## src/core/sct_pkg.sv

```systemverilog
// Shared constants and types of the synchronous character transmitter.
// Assumes a single clock domain; no surrounding package is needed.
package sct_pkg;

  localparam int ADDR_W = 8;
  localparam int DATA_W = 32;

  // Register map of the plain register port
  localparam logic [7:0] OFS_STATUS  = 8'h00;
  localparam logic [7:0] OFS_MASK    = 8'h04;
  localparam logic [7:0] OFS_FLAGS   = 8'h08;
  localparam logic [7:0] OFS_CONTROL = 8'h0c;

  // Event bits of the status and mask registers
  localparam int EV_HOLD_EMPTY = 0;
  localparam int EV_FILL_SENT  = 1;
  localparam int NUM_EVENTS    = 2;

  // Reset values
  localparam logic [7:0] FILL_RESET = 8'hff;
  localparam logic [7:0] CTRL_RESET = 8'h00;
  localparam logic [NUM_EVENTS-1:0] EV_RESET = 2'h0;

  // Mode and rate encodings
  localparam logic [1:0] MODE_SYNC = 2'h1;
  localparam logic [1:0] RATE_X1   = 2'h0;
  localparam logic [1:0] RATE_X16  = 2'h1;
  localparam logic [1:0] RATE_X32  = 2'h2;
  localparam logic [1:0] RATE_X64  = 2'h3;

  // Clock cycles per serial bit for each rate
  localparam logic [6:0] DIV_X1  = 7'h01;
  localparam logic [6:0] DIV_X16 = 7'h10;
  localparam logic [6:0] DIV_X32 = 7'h20;
  localparam logic [6:0] DIV_X64 = 7'h40;

  // Shortest word length; code 0 selects it
  localparam logic [3:0] WL_BASE = 4'h5;

  typedef struct packed {
    logic       even_parity_select;
    logic       parity_inhibit;
    logic [1:0] clock_rate_select;
    logic [1:0] mode_select_pair;
    logic [1:0] word_length_select;
  } sct_ctrl_t;

  typedef struct packed {
    logic mode_ok;
    logic busy;
    logic fill_sent;
    logic hold_empty;
  } sct_flags_t;

  typedef enum logic {TX_IDLE, TX_SEND} sct_tx_state_t;

endpackage : sct_pkg

```

## src/core/sct_bit_timer.sv

```systemverilog
// Bit timer: divides the transmit clock into serial bit periods.
// Assumes the rate code may change at any time; a shortened period
// simply ends at the next cycle.
`timescale 1ns/10ps
module sct_bit_timer
  import sct_pkg::*;
(
  input  wire logic       clk,
  input  wire logic       rst,
  input  wire logic [1:0] rate,
  output logic            bit_end,
  output logic            bit_mid,
  output logic            bit_clk
);

  logic [6:0] cnt_reg;
  logic [6:0] cnt_next;
  logic [6:0] div;
  logic       clk_reg;
  logic       clk_next;

  function automatic logic [6:0] div_of(input logic [1:0] r);
    if (r == RATE_X16) begin
      div_of = DIV_X16;
    end else if (r == RATE_X32) begin
      div_of = DIV_X32;
    end else if (r == RATE_X64) begin
      div_of = DIV_X64;
    end else begin
      div_of = DIV_X1;
    end
  endfunction : div_of

  always_comb begin
    div      = div_of(rate);
    bit_end  = (cnt_reg >= div - 7'h01);
    bit_mid  = (cnt_reg == (div >> 1) - {6'h00, div != DIV_X1});
    cnt_next = bit_end ? 7'h00 : cnt_reg + 7'h01;
    // High in the first half of each bit; at one clock per bit it
    // cannot toggle, so it stays high
    clk_next = (div == DIV_X1) ? 1'b1 : (cnt_next < (div >> 1));
  end

  always_ff @(posedge clk or posedge rst) begin
    if (rst) begin
      cnt_reg <= 7'h00;
      clk_reg <= 1'b1;
    end else begin
      cnt_reg <= cnt_next;
      clk_reg <= clk_next;
    end
  end

  assign bit_clk = clk_reg;

endmodule : sct_bit_timer

```

## src/core/sct_regs.sv

```systemverilog
// Register port of the transmitter: sticky event status, mask,
// flag and control readback, one interrupt line.
// Assumes one-cycle strobes, never both at once.
`timescale 1ns/10ps
module sct_regs
  import sct_pkg::*;
(
  input  wire logic [ADDR_W-1:0]     addr,
  input  wire logic [DATA_W-1:0]     wdata,
  input  wire logic                  wr,
  input  wire logic                  rd,
  input  wire logic                  clk,
  input  wire logic                  rst,
  input  wire logic [NUM_EVENTS-1:0] events,
  input  sct_pkg::sct_flags_t        flags,
  input  sct_pkg::sct_ctrl_t         ctrl,
  output logic [DATA_W-1:0]          rdata,
  output logic                       irq
);

  logic [NUM_EVENTS-1:0] status_reg;
  logic [NUM_EVENTS-1:0] status_next;
  logic [NUM_EVENTS-1:0] mask_reg;
  logic [NUM_EVENTS-1:0] mask_next;
  logic [DATA_W-1:0]     rdata_reg;
  logic [DATA_W-1:0]     rdata_next;

  always_comb begin
    status_next = status_reg;
    mask_next   = mask_reg;
    rdata_next  = '0;
    if (wr && addr == OFS_STATUS) begin
      status_next = status_reg & ~wdata[NUM_EVENTS-1:0];
    end else if (wr && addr == OFS_MASK) begin
      mask_next = wdata[NUM_EVENTS-1:0];
    end
    // A new event outweighs a clear in the same cycle
    status_next = status_next | events;
    if (rd) begin
      if (addr == OFS_STATUS) begin
        rdata_next = {{(DATA_W-NUM_EVENTS){1'b0}}, status_reg};
      end else if (addr == OFS_MASK) begin
        rdata_next = {{(DATA_W-NUM_EVENTS){1'b0}}, mask_reg};
      end else if (addr == OFS_FLAGS) begin
        rdata_next = {{(DATA_W-4){1'b0}}, flags};
      end else if (addr == OFS_CONTROL) begin
        rdata_next = {{(DATA_W-8){1'b0}}, ctrl};
      end else begin
        rdata_next = '0;
      end
    end
  end

  always_ff @(posedge clk or posedge rst) begin
    if (rst) begin
      status_reg <= EV_RESET;
      mask_reg   <= EV_RESET;
      rdata_reg  <= '0;
    end else begin
      status_reg <= status_next;
      mask_reg   <= mask_next;
      rdata_reg  <= rdata_next;
    end
  end

  assign rdata = rdata_reg;
  assign irq   = |(status_reg & mask_reg);

endmodule : sct_regs

```

## src/core/sct_transmitter.sv

```systemverilog
// Synchronous character transmitter: holding register, fill
// character, parity and serial shifter with contiguous characters.
// Assumes all strobes and data inputs are synchronous to CLK, which
// is the transmit register clock; RESET is the master reset.
`timescale 1ns/10ps
module sct_transmitter
  import sct_pkg::*;
(
  input  wire logic                      CLK,
  input  wire logic                      RESET,
  input  wire logic                      EVEN_PARITY_SELECT,
  input  wire logic                      PARITY_INHIBIT,
  input  wire logic                      CONTROL_LOAD_STROBE_N,
  input  wire logic [1:0]                CLOCK_RATE_SELECT,
  input  wire logic [1:0]                MODE_SELECT_PAIR,
  input  wire logic [1:0]                WORD_LENGTH_SELECT,
  input  wire logic                      FILL_REGISTER_LOAD_STROBE_N,
  input  wire logic [7:0]                FILL_CHAR_INPUTS,
  input  wire logic                      HOLDING_REGISTER_LOAD_STROBE_N,
  input  wire logic [7:0]                TX_CHAR_INPUTS,
  input  wire logic                      FILL_SENT_FLAG_RESET_N,
  input  wire logic                      CHIP_DISABLE_INPUT,
  input  wire logic                      CLEAR_TO_SEND,
  input  wire logic [sct_pkg::ADDR_W-1:0] REG_ADDR,
  input  wire logic [sct_pkg::DATA_W-1:0] REG_WDATA,
  input  wire logic                      REG_WR,
  input  wire logic                      REG_RD,
  output logic [sct_pkg::DATA_W-1:0]     REG_RDATA,
  output logic                           IRQ,
  output logic                           HOLDING_EMPTY_FLAG,
  output logic                           FILL_SENT_FLAG,
  output logic                           SERIAL_TX_OUTPUT,
  output logic                           BIT_CLOCK_OUTPUT,
  output logic                           LAST_BIT_INDICATOR_N
);

  sct_ctrl_t       ctrl_reg;
  sct_ctrl_t       ctrl_next;
  sct_ctrl_t       ctrl_in;
  logic [7:0]      fill_reg;
  logic [7:0]      fill_next;
  logic [7:0]      hold_reg;
  logic [7:0]      hold_next;
  logic            hold_empty_reg;
  logic            hold_empty_next;
  logic            fill_flag_reg;
  logic            fill_flag_next;
  sct_tx_state_t   state_reg;
  sct_tx_state_t   state_next;
  logic [7:0]      sh_reg;
  logic [7:0]      sh_next;
  logic [3:0]      bits_reg;
  logic [3:0]      bits_next;
  logic            tx_reg;
  logic            tx_next;
  logic            last_n_reg;
  logic            last_n_next;
  logic            use_fill_reg;
  logic            use_fill_next;

  logic            enable;
  logic            hold_load;
  logic            sync_mode;
  logic            bit_end;
  logic            bit_mid;
  logic            start;
  logic            pick_fill;
  logic            transfer;
  logic            fill_evt;
  logic [8:0]      frame;
  sct_flags_t      flags;

  // Builds data bits, LSB first, masked to the word length, with
  // the parity bit placed right after the last data bit.
  function automatic logic [8:0] build_frame(input logic [7:0] d,
                                             input sct_ctrl_t c);
    logic [7:0] m;
    logic       p;
    logic [3:0] pos;
    m   = d & (8'hff >> (2'h3 - c.word_length_select));
    p   = c.even_parity_select ? ^m : ~^m;
    pos = WL_BASE + {2'h0, c.word_length_select};
    build_frame = {1'b0, m};
    if (!c.parity_inhibit) begin
      build_frame[pos] = p;
    end
  endfunction : build_frame

  function automatic logic [3:0] frame_len(input sct_ctrl_t c);
    frame_len = WL_BASE + {2'h0, c.word_length_select}
              + {3'h0, ~c.parity_inhibit};
  endfunction : frame_len

  // Chip disable only blocks the load and fill-flag reset strobes; the serial side keeps running; the system ties it low
  assign enable    = ~CHIP_DISABLE_INPUT;
  assign hold_load = enable & ~HOLDING_REGISTER_LOAD_STROBE_N;
  // Only the synchronous mode is built; any other mode code parks the
  // line at mark, so a wrong control word shows as a silent line
  assign sync_mode = (ctrl_reg.mode_select_pair == MODE_SYNC);

  always_comb begin
    ctrl_in.even_parity_select = EVEN_PARITY_SELECT;
    ctrl_in.parity_inhibit     = PARITY_INHIBIT;
    ctrl_in.clock_rate_select  = CLOCK_RATE_SELECT;
    ctrl_in.mode_select_pair   = MODE_SELECT_PAIR;
    ctrl_in.word_length_select = WORD_LENGTH_SELECT;
  end

  // The timer runs free even while idle, so a start waits for the next
  // bit boundary and the first bit is always full length
  sct_bit_timer u_timer (
    .clk     (CLK),
    .rst     (RESET),
    .rate    (ctrl_reg.clock_rate_select),
    .bit_end (bit_end),
    .bit_mid (bit_mid),
    .bit_clk (BIT_CLOCK_OUTPUT)
  );

  // Control and fill character storage
  // Strobes are sampled on the clock rather than used as latches, so
  // a strobe held low acts like a transparent latch one edge late
  always_comb begin
    ctrl_next = ctrl_reg;
    fill_next = fill_reg;
    if (enable && !CONTROL_LOAD_STROBE_N) begin
      ctrl_next = ctrl_in;
    end
    if (enable && !FILL_REGISTER_LOAD_STROBE_N) begin
      fill_next = FILL_CHAR_INPUTS;
    end
  end

  always_ff @(posedge CLK or posedge RESET) begin
    if (RESET) begin
      ctrl_reg <= CTRL_RESET;
      fill_reg <= FILL_RESET;
    end else begin
      ctrl_reg <= ctrl_next;
      fill_reg <= fill_next;
    end
  end

  // Serial sequencer
  // bits_reg counts the bits still to show, including the one on the
  // output; a count of one means the last bit is on the line
  always_comb begin
    state_next    = state_reg;
    sh_next       = sh_reg;
    bits_next     = bits_reg;
    tx_next       = tx_reg;
    use_fill_next = use_fill_reg;
    start         = 1'b0;
    pick_fill     = 1'b0;
    frame         = 9'h000;
    // Decide fill against the holding register at mid last bit
    if (state_reg == TX_SEND && bits_reg == 4'h1 && bit_mid) begin
      use_fill_next = hold_empty_reg;
    end
    case (state_reg)
      TX_IDLE: begin
        if (bit_end && sync_mode && CLEAR_TO_SEND &&
            !hold_empty_reg) begin
          start = 1'b1;
        end
      end
      TX_SEND: begin
        if (bit_end) begin
          if (bits_reg > 4'h1) begin
            tx_next   = sh_reg[0];
            sh_next   = {1'b0, sh_reg[7:1]};
            bits_next = bits_reg - 4'h1;
          end else if (CLEAR_TO_SEND && sync_mode) begin
            start = 1'b1;
            // At one clock per bit the middle and end coincide
            pick_fill = bit_mid ? hold_empty_reg : use_fill_reg;
          end else begin
            state_next = TX_IDLE;
            tx_next    = 1'b1;
            bits_next  = 4'h0;
          end
        end
      end
      default: begin
        state_next = TX_IDLE;
      end
    endcase
    if (start) begin
      frame      = build_frame(pick_fill ? fill_reg : hold_reg,
                               ctrl_reg);
      tx_next    = frame[0];
      sh_next    = frame[8:1];
      bits_next  = frame_len(ctrl_reg);
      state_next = TX_SEND;
    end
    last_n_next = !(state_next == TX_SEND && bits_next == 4'h1);
  end

  // Exactly one of these pulses per character start; the register
  // port turns them into sticky status bits
  assign transfer = start & ~pick_fill;
  assign fill_evt = start & pick_fill;

  always_ff @(posedge CLK or posedge RESET) begin
    if (RESET) begin
      state_reg    <= TX_IDLE;
      sh_reg       <= 8'h00;
      bits_reg     <= 4'h0;
      tx_reg       <= 1'b1;
      last_n_reg   <= 1'b1;
      use_fill_reg <= 1'b0;
    end else begin
      state_reg    <= state_next;
      sh_reg       <= sh_next;
      bits_reg     <= bits_next;
      tx_reg       <= tx_next;
      last_n_reg   <= last_n_next;
      use_fill_reg <= use_fill_next;
    end
  end

  // Holding register and flags
  // A load while full overwrites the held character; the loading
  // party is expected to watch the empty flag first
  always_comb begin
    hold_next       = hold_reg;
    hold_empty_next = hold_empty_reg;
    fill_flag_next  = fill_flag_reg;
    if (transfer) begin
      hold_empty_next = 1'b1;
    end
    // A load in the transfer cycle keeps the new character
    if (hold_load) begin
      hold_next       = TX_CHAR_INPUTS;
      hold_empty_next = 1'b0;
    end
    if (enable && !FILL_SENT_FLAG_RESET_N) begin
      fill_flag_next = 1'b0;
    end
    if (fill_evt) begin
      fill_flag_next = 1'b1;
    end
  end

  always_ff @(posedge CLK or posedge RESET) begin
    if (RESET) begin
      hold_reg       <= 8'h00;
      hold_empty_reg <= 1'b1;
      fill_flag_reg  <= 1'b0;
    end else begin
      hold_reg       <= hold_next;
      hold_empty_reg <= hold_empty_next;
      fill_flag_reg  <= fill_flag_next;
    end
  end

  // Flag word for the register port readback
  always_comb begin
    flags.mode_ok    = sync_mode;
    flags.busy       = (state_reg == TX_SEND);
    flags.fill_sent  = fill_flag_reg;
    flags.hold_empty = hold_empty_reg;
  end

  sct_regs u_regs (
    .addr   (REG_ADDR),
    .wdata  (REG_WDATA),
    .wr     (REG_WR),
    .rd     (REG_RD),
    .clk    (CLK),
    .rst    (RESET),
    .events ({fill_evt, transfer}),
    .flags  (flags),
    .ctrl   (ctrl_reg),
    .rdata  (REG_RDATA),
    .irq    (IRQ)
  );

  assign HOLDING_EMPTY_FLAG   = hold_empty_reg;
  assign FILL_SENT_FLAG       = fill_flag_reg;
  assign SERIAL_TX_OUTPUT     = tx_reg;
  assign LAST_BIT_INDICATOR_N = last_n_reg;

endmodule : sct_transmitter

```

## config.mk

```make
export PLATFORM = sky130hd
export DESIGN_NAME = sct_transmitter
export DESIGN_NICKNAME = d
export VERILOG_FILES = /design/src/core/sct_pkg.sv /design/src/core/sct_bit_timer.sv /design/src/core/sct_regs.sv /design/src/core/sct_transmitter.sv
export SDC_FILE = /design/constraint.sdc
export NUM_CORES = 1
export LEC_CHECK = 0
export ABC_AREA = 1
export BUFFER_PORTS_ARGS = -buffer_cell sky130_fd_sc_hd__buf_2
export CAP_MARGIN = 10
export CORE_UTILIZATION = 30
export DETAILED_ROUTE_END_ITERATION = 7
export MAX_ROUTING_LAYER = met4
export PLACE_DENSITY = 0.58
export REMOVE_ABC_BUFFERS = 1
export SETUP_SLACK_MARGIN = 0.05
export SLEW_MARGIN = 20
export SYNTH_ARGS = -nofsm -noshare
export SYNTH_HDL_FRONTEND = slang
export SYNTH_HIERARCHICAL = 1
export SYNTH_SLANG_ARGS = --single-unit
```

## constraint.sdc

```tcl
create_clock -name CLK -period 8.9 [get_ports CLK]
set_clock_uncertainty 0.2 [all_clocks]
set_input_delay 0.445 -clock CLK [delete_from_list [all_inputs] [get_ports CLK]]
set_output_delay 0.445 -clock CLK [all_outputs]
set_load 0.1 [all_outputs]
```

==> results.toml <==
[pwr]
vdd_drop_max_v = 0.000154
leakagePower_nw = 2.58
total_power_w = 0.00123
p_per_area_nw_per_um2 = 261

[grt]
overflow = 0
groute.usage.overall_pct = 14.6
first_global_vias = 3506
grt_pass1_wl_um = 15700
grt_max_degree = 43
grt_antenna_before_repair = 0

[routing]
drtPass1Iterations = 4
vias_per_cell = 4.34
detail_route.iter0.violations = 253
wl_per_cell_um = 11.5
routed_wl_um = 8920
detail-route-antenna-nets = 0
drcViolationCount = 0
via_count = 3361

[yosys]
synth_top_area_share_pct = 31.1
synthCells = 534
ys.warnings.count = 6
synth.avg_cell_area_um2 = 7.54
ys_seq_elements = 62
synth_most_common_cell = "nand2_1"
synth_common_cells = "129 x nand2_1, 78 x inv_1, 54 x nor2_1"
syn-cell-area_um2 = 4030
yosysSeqAreaShare_pct = 38.9
async_reset_ff_share_pct = 100
synth_edf_count = 0
synthTopCellsByArea = "dfrtp_1 31%, nand2_1 12%, dfstp_2 7.8%"
synth-main-ff-cell = "dfrtp_1"
synth_top_cell_by_area = "dfrtp_1"
yosys.cell_types.count = 37

[worst_setup_path]
critPathMaxFanout = 16
crit_chain = "nand2_1 -> ha_1 -> nand2_1 -> nor2_1 -> nand3_2 -> nor2_1 -> a21oi_2 -> and2_4 -> inv_1 -> nand4_2 -> nor2_8 -> nand2_4 -> o21ai_1 -> nor2_1 -> nor2_1 -> nand2_1 -> nand2_1 -> nand3_2 -> nand3_1 -> nand2_1 -> a21oi_2"
rr_worst_depth = 21
endpoint_kind = "flip-flop"
worstSetupPathType = "reg -> reg"
crit_arrival_ns = 3.78
rrSetupSlack_ns = 5.17
cp.required_ns = 8.95
r2r-end = "sh_reg[5]$_DFFE_PP0P_"
slowest_stage = "dfrtp_1"
worst_path_most_repeated_cell = "nand2_1"
critPathBufInv = 1
crit_path_max_incr_delay_ns = 0.52
start_kind = "flip-flop"
crit_family = "simple AND/OR/NAND/NOR gates"
timing.rr.start = "ctrl_reg[5]$_DFFE_PP0P_"

[hold_path]
hp-class = "in -> reg"
min_from = "TX_CHAR_INPUTS[0]"
hold_path_end = "hold_reg[0]$_DFFE_PP0P_"
holdPathStages = 3

[sta]
report.final.slew_viol_count = 0
rsz0062_at_grt = "false"
worst_pin_slew_ns = 0.791
fin_setup_tns_ns = 0
fin_crit_sh_pct = 41.9
finalWorstSetupSlack_ns = 5.17
maxClockFrequency_mhz = 268
hold_violations = 0
setup_viol = 0
finalCriticalPeriod_ns = 3.73
relSlewSlack_pct = 47.1

[floorplan]
num_rows = 41
core_area_um2 = 12800
die_y_um = 118
io-pin-count = 112
die_area_um2 = 13900
initial_core_util_pct = 31.4
die_x_um = 118

[placement]
gp_congestion = 0.883
pre_cts_ws_ns = 5.17
dpl.hpwl_um = 7020
portBuffers = 57

[cells_and_area]
fillers = 1369
antenna_cells = 0
area_growth_pct = 16.8
nets = 689
drive_above_1_share_pct = 23.5

[clock_network]
numClockSinks = 62
clk_pin_slew_ns = 0.05
insertion_delay_ns = 0.33
tritoncts = "done"
cts_buffers = 9
htree_levels = 3
cts-root-buf = "clkbuf_16"
cts_setup_buffers = 0
clockBufferDepth = 2

[job]
drv_cap = 0

[run_status]
status = "finished, final reports clean"
metal layers:
layer  track usage, %  vias up  wire [um]
li1                 -     1744          -
met1             17.0     1525       4210
met2             24.0       84       4310
met3             3.44        8        319
met4             6.17        0         83
met5                -        -          0
stage by stage:
step / hold WS (ns) / instance area, um2 / std cells / util (%)
floorplan: 0.0599 / 3900 / 526 / -
global placement: 0.235 / 4420 / 758 / 34.5
detailed placement: 0.238 / 4420 / 758 / 34.5
CTS: 0.116 / 4700 / 775 / 36.6
global route: 0.129 / 4700 / 775 / 36.7
finish: 0.130 / 4700 / 775 / 36.7
worst min-delay path: stages:
cell,delay [ns]
buf_2,0.07
nand2_1,0.04
o21ai_0,0.06
placed cells by master (no fill, tap or decap), types with 3 or more instances in the layout:
cell,netlist,routed
a21oi_1,16,16
a21oi_2,5,5
buf_2,0,57
buf_4,24,3
clkbuf_16,0,9
clkinv_2,1,4
conb_1,2,25
dfrtp_1,50,50
dfstp_2,12,12
ha_1,16,16
inv_1,78,78
inv_2,4,4
mux2_2,5,5
nand2_1,129,129
nand2_2,14,14
nand2_4,5,5
nand3_1,33,33
nand3_2,5,5
nor2_1,54,53
nor2_2,5,6
nor2_4,4,4
o21ai_0,33,33
o21ai_1,11,11
xor2_1,4,4
power breakdown:
part           switching, W  leakage [nW]  internal, W
registers         0.0000558         0.754     0.000358
clock network      0.000121         0.132     0.000194
logic              0.000351          1.69     0.000147
what timing repair did:
action,4_1_cts,5_1_grt
setup endpoints to repair,0,0
gates resized for setup,0,0
hold buffers,1,0
endpoints found under the hold margin,19,0
how the worst max path moves through the flow:
stage	from	end	cells past startpoint
4_1_cts	ctrl_reg[5]$_DFFE_PP0P_	sh_reg[5]$_DFFE_PP0P_	21
5_1_grt	ctrl_reg[5]$_DFFE_PP0P_	sh_reg[5]$_DFFE_PP0P_	23
6_report	ctrl_reg[5]$_DFFE_PP0P_	sh_reg[5]$_DFFE_PP0P_	21
3_3_place_gp	ctrl_reg[5]$_DFFE_PP0P_	sh_reg[7]$_DFFE_PP0P_	23
3_5_place_dp	ctrl_reg[5]$_DFFE_PP0P_	sh_reg[5]$_DFFE_PP0P_	21
2_1_floorplan	ctrl_reg[5]$_DFFE_PP0P_	LAST_BIT_INDICATOR_N$_DFF_PP1_	16
cell families after synthesis:
family / count (synthesis) / share of synthesized area [%]
AND/OR/NAND/NOR: 259 / 30.3
buffers and inverters: 114 / 13.1
AO/OA/AOI/OAI: 71 / 9.79
flip-flops: 62 / 38.9
adder cells (fa/ha/maj): 17 / 5.47
multiplexers: 5 / 1.40
XOR/XNOR: 4 / 0.870
other: 2 / 0.187
area by class of cell:
class,instances,area [um2],share of cell area [%]
repair buffers,61,318,6.76
clock buffers,12,246,5.24
clock inverters,4,22.5,0.479
multi-input cells,381,2020,43.0
inverters,83,313,6.65
flip-flops and latches,62,1570,33.3
well taps,172,215,4.58
(Power assumes the default switching activity.)
